**config.mk**
```make
export PLATFORM = sky130hd
export DESIGN_NAME = glc_pin_config
export DESIGN_NICKNAME = d
export VERILOG_FILES = /design/src/verilog/glc_pin_config.v
export VERILOG_INCLUDE_DIRS = /design/src /design/src/verilog
export SDC_FILE = /design/constraint.sdc
export NUM_CORES = 1
export LEC_CHECK = 0
export BUFFER_PORTS_ARGS = -buffer_cell sky130_fd_sc_hd__buf_2
export CAP_MARGIN = 10
export CORE_MARGIN = 2
export CORE_UTILIZATION = 45
export CTS_CLUSTER_SIZE = 10
export DETAILED_ROUTE_END_ITERATION = 7
export PLACE_DENSITY = 0.76
export SYNTH_ARGS = -nofsm -noshare
export SYNTH_HDL_FRONTEND = slang
export SYNTH_SLANG_ARGS = --single-unit
```
**constraint.sdc**
```tcl
create_clock -name pclk -period 1.1 [get_ports pclk]
set_input_delay 0.11 -clock pclk [delete_from_list [all_inputs] [get_ports pclk]]
set_output_delay 0.11 -clock pclk [all_outputs]
set_load 0.02 [all_outputs]
```
**src/verilog/glc_defs.vh**
```
// Purpose: constants for the pin and led configuration block
// Assumes: 50 MHz pclk, two 32-bit registers at byte offsets 0x88 and 0x8C
// Notes: register word split into fields below
// Summary of operation
// - set led bit makes shared pin led
// - polarity set: high level sets status
// - polarity clear: low level sets status
// - status raises host_irq only when enabled; 0x8C reads show it always
// - levels shorter than 40 ns ignored
// - bits 22:20 select rom pin function
// - function encodings for data/clock pins
// - buffer bit set push-pull, clear open-drain
// - direction bit set output, clear input
// - bits 4:3 drive extra outputs a/b
// - output pin drives a written 0; a written 1 only in push-pull
// - read returns sensed pin state
`ifndef GLC_DEFS_VH
`define GLC_DEFS_VH
`define GLC_ADDR_CFG 12'h088
`define GLC_ADDR_INT 12'h08C
`define GLC_LED_LSB 28
`define GLC_POL_LSB 24
`define GLC_ROM_LSB 20
`define GLC_BUF_LSB 16
`define GLC_DIR_LSB 8
`define GLC_XO_LSB 3
`define GLC_VAL_LSB 0
`define GLC_STS_LSB 0
`define GLC_EN_LSB 4
`define GLC_CFG_MASK 32'h7777071F
`define GLC_CFG_RST 32'h00000000
`define GLC_ROM_EE 3'h0
`define GLC_ROM_AB 3'h1
`define GLC_ROM_ARX 3'h3
`define GLC_ROM_TXB 3'h5
`define GLC_ROM_TXRX 3'h6
`define GLC_ROM_CLK 3'h7
`define GLC_CLK_NS 20
`define GLC_MIN_NS 40
`define GLC_FILT_CYC ((`GLC_MIN_NS + `GLC_CLK_NS - 1) / `GLC_CLK_NS)
`endif

```
**src/verilog/glc_pin_config.v**
```verilog
// Purpose: pin direction, driver, value, led select, rom pin mux, pin events
// Assumes: apb slave, zero wait states, inputs other than gpio_in synchronous to pclk
// Notes: interrupt status/enable bits held at a second word 0x8C
//
// Register access over APB was chosen for this implementation.
`timescale 1ns/1ps
`include "glc_defs.vh"
module glc_pin_config (
    input wire pclk,
    input wire presetn,
    input wire psel,
    input wire penable,
    input wire pwrite,
    input wire [11:0] paddr,
    input wire [31:0] pwdata,
    output reg [31:0] prdata,
    output reg pready,
    output reg pslverr,
    input wire [2:0] gpio_in,
    output reg [2:0] gpio_out,
    output reg [2:0] gpio_oe,
    input wire [2:0] led_src,
    input wire rom_data_out,
    input wire rom_data_oe,
    output reg rom_data_in,
    input wire rom_clk_out,
    input wire rx_dv,
    input wire rx_clk,
    input wire tx_en,
    input wire tx_clk,
    input wire rom_pin_data_in,
    output reg rom_pin_data_out,
    output reg rom_pin_data_oe,
    output reg rom_pin_clk_out,
    output reg rom_pin_clk_oe,
    output reg host_irq
);
    localparam SEL_ROM = 2'h0;
    localparam SEL_EXTRA = 2'h1;
    localparam SEL_MII_A = 2'h2;
    localparam SEL_MII_B = 2'h3;

    reg [31:0] cfg_q;
    reg [2:0] interrupt_status_register_q;
    reg [2:0] int_en_q;
    reg [2:0] sync1_q;
    reg [2:0] sync2_q;
    reg [1:0] filt_q [0:2];
    reg [2:0] evt_q;
    reg [31:0] rd_mux_d;
    reg rom_pin_data_out_d;
    reg rom_pin_data_oe_d;
    reg rom_pin_clk_out_d;

    // field views of the configuration word
    wire [2:0] led_sel = cfg_q[`GLC_LED_LSB +: 3];
    wire [2:0] pol = cfg_q[`GLC_POL_LSB +: 3];
    wire [2:0] rom_fn = cfg_q[`GLC_ROM_LSB +: 3];
    wire [2:0] pushpull = cfg_q[`GLC_BUF_LSB +: 3];
    wire [2:0] dir_out = cfg_q[`GLC_DIR_LSB +: 3];
    wire [1:0] xo_val = cfg_q[`GLC_XO_LSB +: 2];
    wire [2:0] pin_val = cfg_q[`GLC_VAL_LSB +: 3];

    // bus decode; the slave never stretches a transfer
    wire setup_ph = psel && !penable;
    wire wr_en = psel && penable && pwrite;
    wire rd_setup = setup_ph && !pwrite;
    wire hit_cfg = (paddr == `GLC_ADDR_CFG);
    wire hit_int = (paddr == `GLC_ADDR_INT);
    wire hit_none = !hit_cfg && !hit_int;
    wire cfg_wr = wr_en && hit_cfg;
    wire int_wr = wr_en && hit_int;

    // pin field reads the sensed level, not the stored one
    wire [31:0] cfg_rd = {cfg_q[31:3], sync2_q} & `GLC_CFG_MASK;
    wire [31:0] int_rd = ({29'h0, int_en_q} << `GLC_EN_LSB) | ({29'h0, interrupt_status_register_q} << `GLC_STS_LSB);

    // data pin source for each function code
    function [1:0] rom_data_sel;
        input [2:0] fn;
        begin
            case (fn)
                `GLC_ROM_EE: rom_data_sel = SEL_ROM;
                `GLC_ROM_AB, `GLC_ROM_ARX: rom_data_sel = SEL_EXTRA;
                `GLC_ROM_TXB, `GLC_ROM_TXRX: rom_data_sel = SEL_MII_A;
                `GLC_ROM_CLK: rom_data_sel = SEL_MII_B;
                default: rom_data_sel = SEL_ROM;
            endcase
        end
    endfunction

    // clock pin source for each function code
    function [1:0] rom_clk_sel;
        input [2:0] fn;
        begin
            case (fn)
                `GLC_ROM_EE: rom_clk_sel = SEL_ROM;
                `GLC_ROM_AB, `GLC_ROM_TXB: rom_clk_sel = SEL_EXTRA;
                `GLC_ROM_ARX, `GLC_ROM_TXRX: rom_clk_sel = SEL_MII_A;
                `GLC_ROM_CLK: rom_clk_sel = SEL_MII_B;
                default: rom_clk_sel = SEL_ROM;
            endcase
        end
    endfunction

    // apb: zero wait, unmapped reads zero and flags error
    always @(posedge pclk or negedge presetn)
    begin
        if (!presetn)
        begin
            cfg_q <= `GLC_CFG_RST;
            int_en_q <= 3'h0;
            prdata <= 32'h00000000;
            pready <= 1'b0;
            pslverr <= 1'b0;
        end
        else
        begin
            pready <= setup_ph;
            pslverr <= setup_ph && hit_none;
            if (cfg_wr)
                cfg_q <= pwdata & `GLC_CFG_MASK;
            if (int_wr)
                int_en_q <= pwdata[`GLC_EN_LSB +: 3];
            if (rd_setup)
                prdata <= rd_mux_d;
        end
    end

    // read word select
    always @*
    begin
        rd_mux_d = 32'h00000000;
        if (hit_cfg)
            rd_mux_d = cfg_rd;
        else if (hit_int)
            rd_mux_d = int_rd;
    end

    genvar g;

    // first flop feeds only the second
    generate
        for (g = 0; g < 3; g = g + 1)
        begin : sync
            always @(posedge pclk or negedge presetn)
            begin
                if (!presetn)
                begin
                    sync1_q[g] <= 1'b0;
                    sync2_q[g] <= 1'b0;
                end
                else
                begin
                    sync1_q[g] <= gpio_in[g];
                    sync2_q[g] <= sync1_q[g];
                end
            end
        end
    endgenerate

    // active level must hold the filter span; led pins never raise events
    generate
        for (g = 0; g < 3; g = g + 1)
        begin : filter
            always @(posedge pclk or negedge presetn)
            begin
                if (!presetn)
                begin
                    filt_q[g] <= 2'h0;
                    evt_q[g] <= 1'b0;
                end
                else
                begin
                    if ((sync2_q[g] == pol[g]) && !led_sel[g])
                    begin
                        if (filt_q[g] != `GLC_FILT_CYC)
                            filt_q[g] <= filt_q[g] + 2'h1;
                    end
                    else
                    begin
                        filt_q[g] <= 2'h0;
                    end
                    evt_q[g] <= (filt_q[g] == `GLC_FILT_CYC);
                end
            end
        end
    endgenerate

    // write-one clear; a new event in the same cycle wins
    generate
        for (g = 0; g < 3; g = g + 1)
        begin : status
            always @(posedge pclk or negedge presetn)
            begin
                if (!presetn)
                    interrupt_status_register_q[g] <= 1'b0;
                else if (evt_q[g])
                    interrupt_status_register_q[g] <= 1'b1;
                else if (int_wr && pwdata[`GLC_STS_LSB + g])
                    interrupt_status_register_q[g] <= 1'b0;
            end
        end
    endgenerate

    // pin drivers
    generate
        for (g = 0; g < 3; g = g + 1)
        begin : drive
            always @(posedge pclk or negedge presetn)
            begin
                if (!presetn)
                begin
                    gpio_out[g] <= 1'b0;
                    gpio_oe[g] <= 1'b0;
                end
                else if (led_sel[g])
                begin
                    // led is open-drain active low
                    gpio_out[g] <= 1'b0;
                    gpio_oe[g] <= led_src[g];
                end
                else if (dir_out[g])
                begin
                    gpio_out[g] <= pin_val[g];
                    gpio_oe[g] <= pushpull[g] | ~pin_val[g];
                end
                else
                begin
                    gpio_out[g] <= 1'b0;
                    gpio_oe[g] <= 1'b0;
                end
            end
        end
    endgenerate

    // reserved codes fall back to rom pin outputs, rom_data_in held low; the host must avoid them
    always @*
    begin
        rom_pin_data_out_d = rom_data_out;
        rom_pin_data_oe_d = rom_data_oe;
        case (rom_data_sel(rom_fn))
            SEL_EXTRA:
            begin
                rom_pin_data_out_d = xo_val[0];
                rom_pin_data_oe_d = 1'b1;
            end
            SEL_MII_A:
            begin
                rom_pin_data_out_d = tx_en;
                rom_pin_data_oe_d = 1'b1;
            end
            SEL_MII_B:
            begin
                rom_pin_data_out_d = tx_clk;
                rom_pin_data_oe_d = 1'b1;
            end
            default:
            begin
                rom_pin_data_out_d = rom_data_out;
                rom_pin_data_oe_d = rom_data_oe;
            end
        endcase
    end

    always @*
    begin
        rom_pin_clk_out_d = rom_clk_out;
        case (rom_clk_sel(rom_fn))
            SEL_EXTRA: rom_pin_clk_out_d = xo_val[1];
            SEL_MII_A: rom_pin_clk_out_d = rx_dv;
            SEL_MII_B: rom_pin_clk_out_d = rx_clk;
            default: rom_pin_clk_out_d = rom_clk_out;
        endcase
    end

    // registered pin outputs cost one cycle of mux latency
    always @(posedge pclk or negedge presetn)
    begin
        if (!presetn)
        begin
            rom_pin_data_out <= 1'b0;
            rom_pin_data_oe <= 1'b0;
            rom_pin_clk_out <= 1'b0;
            rom_pin_clk_oe <= 1'b0;
            rom_data_in <= 1'b0;
            host_irq <= 1'b0;
        end
        else
        begin
            host_irq <= |(interrupt_status_register_q & int_en_q);
            rom_data_in <= (rom_fn == `GLC_ROM_EE) ? rom_pin_data_in : 1'b0;
            rom_pin_data_out <= rom_pin_data_out_d;
            rom_pin_data_oe <= rom_pin_data_oe_d;
            rom_pin_clk_out <= rom_pin_clk_out_d;
            rom_pin_clk_oe <= 1'b1;
        end
    end
endmodule

```
==> summary.md, run 1 <==
| Metric | Value |
|---|---|
| H-tree depth | 3 |
| Count of final max-slew check failures | 0 |
| Crit path DAT | approximately 1800 ps |
| Vias in the first global route | 2270 |
| CP startpoint | paddr[5] |
| Drt first-iter violations | 60 |
| Required @ worst endpoint | about 1300 ps |
| Antenna cells | 0 |
| Clk Tree Root Cell | clkbuf_8 |
| DP HPWL | around 4.6 mm |
| R2r startpoint | cfg_q[20]$_DFFE_PN0P_ |
| Place WS | -826 ps |
| Outcome | complete, but fails checks |
| Sw power | approximately 1.5 mW |
| Internal cell power | 4.86 mW |
| Share of layout cells above drive strength 1 | 0.439 |
| Share of the synthesized area in the top cell type | 0.611 |
| Die area | 0.00769 mm^2 |
| Crit. End Element | register |
| Achievable Freq | roughly 630 MHz |
| # IOs | roughly 110 |
| Crit start category | input port |
| Ranking of synthesized cells by area | dfrtp_1, mux2_4, a22o_1 |
| TritonCTS sink count | 77 |
| Post-DP Area | roughly 0.0038 mm^2 |
| Final #Nets | between 400 and 500 |
| Layout overhead on the synthesized area | 41.9% |
| Vias | around 2.3k |
| Layout Utilization | 0.658 |
| Power Density | 1410 mW/mm^2 |
| Post-Syn Area | ~0.0032 mm^2 |
| WL per Instance | 14.8 um |
| Crit share post-route | 1.43 |
| Critical path fanouts, max | 20 |
| Sum of buffers and inverters on the critical path | 2 |
| Cells along the critical path | buf_6 > or4b_4 > or4b_4 > buf_12 > mux2_4 |
| Rows | 30 |
| Die outline width | 87.7 um |
| Clk network pwr share | 0.391 |
| CTS Buf Count | 9 |
| Final WS setup | -477 ps |
| Global route overflow | 0 |
| Final setup vio count | 50 |
| Peak supply drop | approximately 0.85 mV |
| Ys Warns | 0 |
| First-pass GRT wire length | 11.2 mm |
| Sw frac | 0.230 |
| Hold/Removal Path Class | input port to register |
| Max-cap violations | 0 |
| Hold Vio Cnt, Final | 0 |
| Final instance area | roughly 0.0045 mm^2 |
| First drt pass iteration count | 4 |
| WS Path Type | input port to register |
| Unrepaired setup endpoints after global routing | true |
| Synth Instances | around 230 |
| Syn Area/Cell | between 10 and 15 um^2 |
| EDFF count, synth | 0 |
| Sequential area share after synthesis | 0.611 |
| Synth unique cells | 38 |
| CP max stage cell | or4b_4 |
| Prevailing post-synth register cell | dfrtp_1 |
| Floorplan core area | 0.00679 mm^2 |
| Starting Density | 0.464 |
| Seq pwr share | 0.486 |
| Fin crit period | between 1500 and 2000 ps |
| Hold Slack | approximately 3.1 ps |
| GPL Wtd Cong | around 0.82 |
| Share of flip-flops with an asynchronous set or reset | 1.00 |
| Initial antenna violation count | 0 |
| Worst hold path startpoint | pwdata[28] |
| Skew final | about 12 ps |
| Antenna-violating nets left | 0 |
| Tot Pwr | between 6 and 7 mW |
| Pin count of the biggest net entering global routing | 35 |
| LEAKAGE | 2.37 nW |
| Failing checks | setup timing |
| # DRC | 0 |
| Comb pwr share | 0.123 |
| CTS tree | yes |
| Cell taking the most area after synthesis | dfrtp_1 |
| Deepest clock path buffer count | 2 |
| #FFs+latches synth | between 70 and 80 |
| Worst path most repeated cell | or4b_4 |
| Insertion delay to the later sink of the worst-skew pair | between 300 and 400 ps |
| Port Buffer Count | between 80 and 90 |
| Drt total wl | about 6.9 mm |
| CP top delay family | simple AND/OR/NAND/NOR gates |
| Chip height | 87.7 um |
| Global Route Usage Sum | 0.193 |
| Worst-path clk slew | around 70 ps |
| Slowest stage delay, CP | around 570 ps |
| Via-to-Cell Ratio | 4.88 |
## cells in the mapped netlist, types with 2 or more instances
master     n
a21oi_1    5
buf_6      2
nor2_1    14
clkbuf_1   5
a211oi_1   2
dfrtp_1   77
nor4_1     2
mux2i_1    4
mux2_2     5
xor2_1     3
mux2_4    20
nand2_1    5
a221o_1    4
inv_1     10
conb_1     2
or4b_4     2
buf_4     10
nand2b_1   3
xnor2_1    3
and2_0     4
o21ai_0    6
a31oi_1    3
nor2b_1    3
ha_1       3
a22o_1    18
## path summary, 6_finish.rpt
check                      cells after the start  slack, ps                         to
hold / removal                                 2          3      cfg_q[28]$_DFFE_PN0P_
max in group asynchronous                      3        420       gpio_oe[0]$_DFF_PN0_
min in group asynchronous                      2        200     prdata[10]$_DFFE_PN0P_
setup / recovery                               5       -480       cfg_q[3]$_DFFE_PN0P_
hold reg to reg                                0        360        cfg_rd[2]$_DFF_PN0_
setup reg to reg                               3        -70  rom_pin_clk_out$_DFF_PN0_
## registers in the layout, summed over array words and instances (netlist names), 3 cells and up
signal / flops
cfg_q: 20
cfg_rd: 3
evt_q: 3
filt_q: 6
gpio_oe: 3
gpio_out: 3
int_en_q: 3
interrupt_status_register_q: 3
prdata: 22
sync1_q: 3
## metal layers
| metal | global-route usage | vias up | share of wire |
|---|---|---|---|
| li1 | - | 1063 | - |
| met1 | 0.254 | 1116 | 0.43 |
| met2 | 0.302 | 90 | 0.49 |
| met3 | 0.0490 | 12 | 0.060 |
| met4 | 0.0881 | 0 | 0.018 |
| met5 | 0 | - | 0 |
## repair_timing
action / 4_1_cts / 5_1_grt
setup buffers: 5 / 3
endpoints found under the hold margin: 99 / 0
pin swaps: 5 / 11
hold buffers: 23 / 0
gates resized for setup: 21 / 10
cloned: 3 / 0
endpoints found under the setup margin: 50 / 54
## layout make-up
type / count / area (um^2)
Clock buffer: 10 / 128
Clock inverter: 5 / 100
Fill cell: 520 / 2320
Inverter: 10 / 37.5
Multi-Input combinational cell: 132 / 1170
Sequential cell: 77 / 1930
Tap cell: 96 / 120
Timing Repair Buffer: 137 / 986
## power by group through the flow
stage                     combinational (mW)  clock (mW)  sequential [mW]
after CTS                              0.701        2.49             3.06
after global routing                   0.889        2.64             3.08
after global placement                 0.585           0             3.11
after floorplan                        0.369           0             3.12
final                                  0.778        2.47             3.06
after detailed placement               0.619           0             3.12
## placed cells by master (no fill, tap or decap), types with 2 or more instances in the layout
cell           instances
a211oi_1               2
a21oi_1                5
a221o_1                4
a22o_1                18
a31oi_1                3
and2_0                 4
buf_12                 3
buf_2                 84
buf_4                 12
buf_6                 14
bufinv_16              3
clkbuf_8               9
clkinv_2               2
conb_1                11
dfrtp_1               77
dlygate4sd3_1         23
inv_1                 10
mux2_2                 2
mux2_4                23
mux2i_1                4
nand2_1                5
nand2b_1               3
nor2_1                14
nor2b_1                3
nor4_4                 2
o21ai_0                6
or4b_4                 3
xnor2_1                3
xor2_1                 3
## metrics by stage
stage,instances,TNS (ps)
global placement,420,-33030
finish,467,-15240
CTS,466,-16420
floorplan,237,-24730
global route,467,-16720
detailed placement,420,-33810
## kinds of logic (layout without fill, tap and decap cells)
group | after synthesis | in the layout | synth area share
mux | 29 | 29 | 0.126
compound gates | 41 | 41 | 0.0996
fa+ha+maj | 3 | 3 | 0.0119
buf+inv | 28 | 162 | 0.0500
xor+xnor | 6 | 6 | 0.0167
simple gates | 42 | 42 | 0.0822
other cells | 2 | 11 | 0.00238
flops | 77 | 77 | 0.611
Note: power is estimated with default switching activity, not from simulation.
==> run 2: changes to the inputs <==
--- a/constraint.sdc
+++ b/constraint.sdc
@@ -3,2 +3,2 @@
 set_output_delay 0.11 -clock pclk [all_outputs]
-set_load 0.02 [all_outputs]
+set_load 0.1 [all_outputs]
==> summary.md, run 2 (synthesis results as in run 1) <==
| Metric | Value |
|---|---|
| Global route overflow | 0 (unchanged) |
| DP HPWL | 4.67 mm (+1.6%) |
| CTS tree | yes |
| Comb pwr share | 0.168 (+0.045) |
| Most common cell after layout, fill and taps aside | dfrtp_1 |
| WL per Instance | 16.9 um (+14%) |
| Max-cap violations | 0 (unchanged) |
| Antenna cells | 0 (unchanged) |
| Share of layout cells above drive strength 1 | 0.472 (+0.0325) |
| Cell Count, Final, Fillers Out | 469 (+0.43%) |
| Skew final | 9.98 ps (-1.96 ps) |
| Clk Tree Root Cell | clkbuf_8 |
| Global Route Usage Sum | 0.212 (+0.0189) |
| Required @ worst endpoint | 1320 ps (about the same) |
| Most frequent cells in the layout | dfrtp_1, buf_2, buf_12 |
| Final #Nets | 434 (+0.23%) |
| TritonCTS sink count | 77 (unchanged) |
| Achievable Freq | 632 MHz (-0.33%) |
| Place WS | -836 ps (-9.71 ps) |
| Sum of buffers and inverters on the critical path | 2 (unchanged) |
| Max reg flops | 22 (unchanged) |
| Antenna-violating nets left | 0 (unchanged) |
| Seq pwr share | 0.477 (-0.009) |
| Vias | 2371 (+3.9%) |
| Hold Vio Cnt, Final | 0 (unchanged) |
| Final WS setup | -482 ps (-5.26 ps) |
| Count of final max-slew check failures | 0 (unchanged) |
| First drt pass iteration count | 5 (+1) |
| Vias in the first global route | 2376 (+4.7%) |
| Crit. End Element | register |
| Clk network pwr share | 0.355 (-0.036) |
| Unrepaired setup endpoints after global routing | true |
| Deepest clock path buffer count | 2 (unchanged) |
| Drt total wl | 7.94 mm (+15%) |
| Flop2flop setup slack | -40 ps (+30 ps) |
| Largest register by flop count | prdata |
| First-pass GRT wire length | 12.1 mm (+7.9%) |
| Power Density | 1280 mW/mm^2 (-9.3%) |
| Crit start category | input port |
| Sw frac | 0.274 (+0.0437) |
| Port Buffer Count | 88 (unchanged) |
| H-tree depth | 3 (unchanged) |
| Reg2reg path depth | 3 (unchanged) |
| WS Path Type | input port to register |
| Worst-path clk slew | 80 ps (about the same) |
| Hold Slack | 10.9 ps (+7.86 ps) |
| Layout overhead on the synthesized area | 60.3% |
| Fin crit period | 1580 ps (+5.26 ps) |
| Failing checks | setup timing |
| Insertion delay to the later sink of the worst-skew pair | 340 ps (about the same) |
| Hold/Removal Path Class | input port to register |
| # IOs | 109 (unchanged) |
| Sw power | 1.77 mW (+22%) |
| Peak supply drop | 0.916 mV (+7.3%) |
| Slowest stage delay, CP | 560 ps (about the same) |
| Starting Density | 0.464 (unchanged) |
| Crit share post-route | 1.44 (+0.00478) |
| Chip height | 87.7 um (unchanged) |
| LEAKAGE | 2.48 nW (+4.6%) |
| Rows | 30 (unchanged) |
| Pin count of the biggest net entering global routing | 78 (+120%) |
| CP max stage cell | or4b_4 |
| Outcome | complete, but fails checks |
| CP top delay family | simple AND/OR/NAND/NOR gates |
| Biggest regs | prdata (22), cfg_q (20), filt_q (6) |
| CTS Buf Count | 9 (unchanged) |
| Internal cell power | 4.69 mW (-3.3%) |
| Via-to-Cell Ratio | 5.06 (+3.5%) |
| WP depth | 5 (unchanged) |
| Cells along the critical path | buf_6 > or4b_4 > or4b_4 > buf_12 > mux2_4 |
| Critical path fanouts, max | 20 (unchanged) |
| Hold Path Depth | 2 (unchanged) |
| GPL Wtd Cong | 0.782 (-4.7%) |
| Die area | 0.00769 mm^2 (unchanged) |
| Layout fillers | 419 (-19%) |
| DP Cell Count | 419 (-0.24%) |
| Die outline width | 87.7 um (unchanged) |
| Final setup vio count | 50 (unchanged) |
| Floorplan core area | 0.00679 mm^2 (unchanged) |
| Drt first-iter violations | 204 (+240%) |
| Initial antenna violation count | 0 (unchanged) |
| Worst path most repeated cell | or4b_4 |
| # DRC | 0 (unchanged) |
| Crit path DAT | 1800 ps (about the same) |
-- run 2: cell count changes in the layout (fill, tap and decap cells not counted), moves of 2 or more --
cell      delta
buf_4        +4
buf_2       -35
a21oi_2      +3
buf_12      +35
a211oi_2     +2
mux2_4       +2
a31oi_4      +2
a211oi_1     -2
a31oi_1      -2
a21oi_1      -3
buf_6        -3
mux2_2       -2
-- run 2: cell type report --
class                           count  area, um^2  area share
Sequential cell                    77        1930       0.382
Timing Repair Buffer              138        1510       0.298
Multi-Input combinational cell    132        1240       0.246
Clock buffer                       10         128      0.0253
Tap cell                           96         120      0.0238
Clock inverter                      6        86.3      0.0171
Inverter                           10        37.5     0.00743
-- run 2: worst register-to-register path: cells and delay by family, from the launching register on --
kind,cells,cell delay (ps)
AOI/OAI and AO/OA,1,130
DFF,1,490
muxes,2,440
-- run 2: timing repair --
action | CTS | global route
endpoints found under the setup margin | 50 | 60
hold buffers | 22 | 1
buffers inserted | 5 | 5
gates cloned | 3 | 0
hold endpoints to repair | 98 | 1
gates resized for setup | 26 | 16
pin swaps | 7 | 13
-- run 2: worst paths after layout --
path,from,to
worst max register to register,cfg_q[20]$_DFFE_PN0P_,rom_pin_data_out$_DFF_PN0_
worst max-delay path,paddr[5],cfg_q[0]$_DFFE_PN0P_
worst min register to register,sync1_q[2]$_DFF_PN0_,cfg_rd[2]$_DFF_PN0_
max in group asynchronous,presetn,cfg_q[20]$_DFFE_PN0P_
worst min-delay path,pwdata[30],cfg_q[30]$_DFFE_PN0P_
min in group asynchronous,presetn,gpio_oe[2]$_DFF_PN0_
-- run 2: metal layers --
layer | routed length, um | track usage | share of wire
met5 | 0 | 0 | 0
met4 | 193 | 0.0979 | 0.024
met3 | 417 | 0.0481 | 0.053
met2 | 4130 | 0.359 | 0.52
met1 | 3200 | 0.258 | 0.40
-- run 2: through the flow --
| step | setup TNS (ps) | power (mW) | utilization | area [um^2] |
|---|---|---|---|---|
| final | -15700 | 6.46 | 0.743 | 5050 |
| after global routing | -16860 | 6.73 | 0.743 | 5050 |
| after CTS | -16400 | 6.38 | 0.729 | 4950 |
| after detailed placement | -33570 | 3.99 | 0.636 | 4320 |
| after global placement | -32620 | 3.93 | 0.636 | 4320 |
| after floorplan | -24780 | 3.69 | - | 3200 |
-- run 2: power groups by stage --
stage               logic, mW  registers (mW)  clock network [mW]
floorplan               0.487            3.20                   0
global placement        0.815            3.12                   0
detailed placement      0.865            3.13                   0
CTS                     0.953            3.08                2.35
global route             1.17            3.10                2.45
finish                   1.09            3.08                2.30
==> run 3: changes to the inputs <==
Settings changed: ABC_AREA set to 1, PLACE_DENSITY 0.76 to 0.75, SKIP_CTS_REPAIR_TIMING set to 1, SLEW_MARGIN set to 20.
==> summary.md, run 3 <==
| Metric | Value |
|---|---|
| Outcome | complete, but fails checks |
| Failing checks | hold timing |
| Ranking of synthesized cells by area | dfrtp_1, nand2_1, nand3_1 |
| WL per Instance | 13.3 um (-21%) |
| Crit path DAT | 960 ps (-840 ps) |
| Chip height | 89.9 um (+2.5%) |
| CTS Buf Count | 9 (unchanged) |
| Insertion delay to the later sink of the worst-skew pair | 350 ps (about the same) |
| Pin count of the biggest net entering global routing | 78 (unchanged) |
| Hold/Removal Path Class | input port to register |
| CP max stage cell | dfrtp_2 |
| Deepest clock path buffer count | 2 (unchanged) |
| Ys Warns | 0 (unchanged) |
| Post-synthesis mux area share | 0 (-0.126) |
| Sw frac | 0.267 (-0.00710) |
| Most frequent cells in the layout | nand2_1, dfrtp_1, buf_2 |
| #FFs+latches synth | 77 (unchanged) |
| Count of final max-slew check failures | 0 (unchanged) |
| Most common cell after layout, fill and taps aside | nand2_1 |
| Die outline width | 89.9 um (+2.5%) |
| Comb pwr share | 0.152 (-0.016) |
| LEAKAGE | 2.38 nW (-3.9%) |
| Initial antenna violation count | 1 (+1) |
| Tot Pwr | 6.22 mW (-3.8%) |
| Skew final | 6.29 ps (-3.69 ps) |
| Vias in the first global route | 2764 (+16%) |
| Largest family of logic cells by synthesized area | simple AND/OR/NAND/NOR gates |
| Top cells by count, synth | nand2_1, dfrtp_1, nand3_1 |
| Final #Nets | 547 (+26%) |
| Syn Area/Cell | 8.92 um^2 (-35%) |
| Floorplan core area | 0.00721 mm^2 (+6.2%) |
| Hold Slack | -29.2 ps (-40.1 ps) |
| Crit start category | register |
| Most frequent cell after synthesis | nand2_1 |
| Clk Tree Root Cell | clkbuf_8 |
| First-pass GRT wire length | 13.0 mm (+7.6%) |
| Sum of buffers and inverters on the critical path | 1 (-1) |
| Crit. End Element | output pin |
| Post-Syn Area | 0.00332 mm^2 (+5.3%) |
| CTS tree | yes |
| Fin crit period | 1070 ps (-515 ps) |
| Rows | 31 (+3.3%) |
| Antenna cells | 0 (unchanged) |
| Die area | 0.00808 mm^2 (+5.1%) |
| Layout overhead on the synthesized area | 44.6% |
| Vias | 2799 (+18%) |
| Worst-path clk slew | 70 ps (about the same) |
| Required @ worst endpoint | 990 ps (-330 ps) |
| Biggest regs | prdata (22), cfg_q (20), filt_q (6) |
| Sw power | 1.66 mW (-6.3%) |
| Global Route Usage Sum | 0.205 (-0.00736) |
| Max reg flops | 22 (unchanged) |
| Prevailing post-synth register cell | dfrtp_1 |
| # IOs | 109 (unchanged) |
| Share of flip-flops with an asynchronous set or reset | 1.00 (unchanged) |
| Layout fillers | 572 (+37%) |
| Critical path fanouts, max | 2 (-90%) |
| CP top delay family | flip-flops |
| GPL Wtd Cong | 0.913 (+17%) |
| Hold Vio Cnt, Final | 8 (+8) |
| Share of the synthesized area in the top cell type | 0.580 (-0.0309) |
| Slowest stage delay, CP | 440 ps (-120 ps) |
| Crit share post-route | 0.970 (-0.468) |
| Share of layout cells above drive strength 1 | 0.321 (-0.151) |
| TritonCTS sink count | 77 (unchanged) |
| Synth Instances | 372 (+63%) |
| Synth unique cells | 26 (-32%) |
| Peak supply drop | 0.861 mV (-6.0%) |
| Synth Area in Compound Gates | 0.0637 (-0.0359) |
| Post-synthesis simple-gate area fraction | 0.254 (+0.172) |
| Achievable Freq | 937 MHz (+48%) |
| Cells along the critical path | buf_12 |
| XOR/XNOR Fraction of Synth Area | 0.00792 (-0.00876) |
| Global route overflow | 0 (unchanged) |
| Power Density | 1300 mW/mm^2 (+1.2%) |
| First drt pass iteration count | 4 (-1) |
| Clk network pwr share | 0.355 (about the same) |
| Internal cell power | 4.56 mW (-2.9%) |
| Via-to-Cell Ratio | 4.78 (-5.4%) |
| H-tree depth | 3 (unchanged) |
| Antenna-violating nets left | 0 (unchanged) |
| Port Buffer Count | 88 (unchanged) |
| # DRC | 0 (unchanged) |
| Seq pwr share | 0.493 (+0.016) |
| Max-cap violations | 0 (unchanged) |
| Drt total wl | 7.78 mm (-2.0%) |
| Final setup vio count | 0 (-100%) |
| Drt first-iter violations | 124 (-39%) |
| EDFF count, synth | 0 (unchanged) |
| DP HPWL | 5.50 mm (+18%) |
| Sequential area share after synthesis | 0.580 (-0.0309) |
| WS Path Type | register to output pin |
| Largest register by flop count | prdata |
| Cell taking the most area after synthesis | dfrtp_1 |
| Synth Area in Adders | 0.0113 (-0.000602) |
| Starting Density | 0.460 (-0.00379) |
[run 3: final timing paths]
check / startpoint / cells past startpoint / slack (ps) / end
max in group asynchronous: presetn / 3 / 450 / prdata[8]$_DFFE_PN0P_
worst max register to register: filt_q[2]$_DFFE_PN0P_ / 5 / 50 / filt_q[3]$_DFFE_PN0P_
worst max-delay path: prdata[2]$_DFFE_PN0P_ / 1 / 30 / prdata[2]
min in group asynchronous: presetn / 3 / 320 / evt_q[0]$_DFF_PN0_
worst min-delay path: led_src[2] / 3 / -30 / gpio_oe[2]$_DFF_PN0_
worst min register to register: sync1_q[0]$_DFF_PN0_ / 0 / 350 / cfg_rd[0]$_DFF_PN0_
[run 3: logic make-up after synthesis]
group / count (synthesis)
buffers and inverters: 50
AO/OA/AOI/OAI: 37
other: 2
AND/OR/NAND/NOR: 200
XOR/XNOR: 3
flip-flops: 77
adder cells (fa/ha/maj): 3
[run 3: routing by layer]
metal  vias up  GRT usage  routed length (um)  part of all wire
li1       1369          -                   -                 -
met1      1329      0.245                3150              0.41
met2        81      0.345                3990              0.51
met3        20     0.0419                 383             0.049
met4         0      0.117                 251             0.032
met5         -          0                   0                 0
[run 3: power groups by stage]
stage	registers, mW	clock network [mW]	logic (mW)
final	3.06	2.21	0.945
after CTS	3.06	2.25	0.876
after detailed placement	3.12	0	0.869
after floorplan	3.19	0	0.506
after global routing	3.08	2.37	1.05
after global placement	3.10	0	0.842
[run 3: per-stage QoR]
step                      std cells  utilization  cell area, um^2  setup WS, ps  setup TNS (ps)
after global routing            585        0.665             4800         -38.4           -76.3
after global placement          558        0.620             4470         -20.4            -345
after detailed placement        558        0.620             4470          -115           -2300
final                           585        0.665             4800          32.8               0
after floorplan                 381            -             3380          38.8               0
after CTS                       574        0.649             4680         -6.89           -6.89
[run 3: final cells by class]
| type | instances | area [um^2] | area share |
|---|---|---|---|
| sequential | 77 | 1960 | 0.408 |
| timing repair buffer | 111 | 1230 | 0.257 |
| tap | 99 | 124 | 0.0258 |
| clock inverter | 3 | 42.5 | 0.00887 |
| multi-input combinational | 254 | 1160 | 0.243 |
| clock buffer | 13 | 169 | 0.0352 |
| inverter | 28 | 110 | 0.0229 |
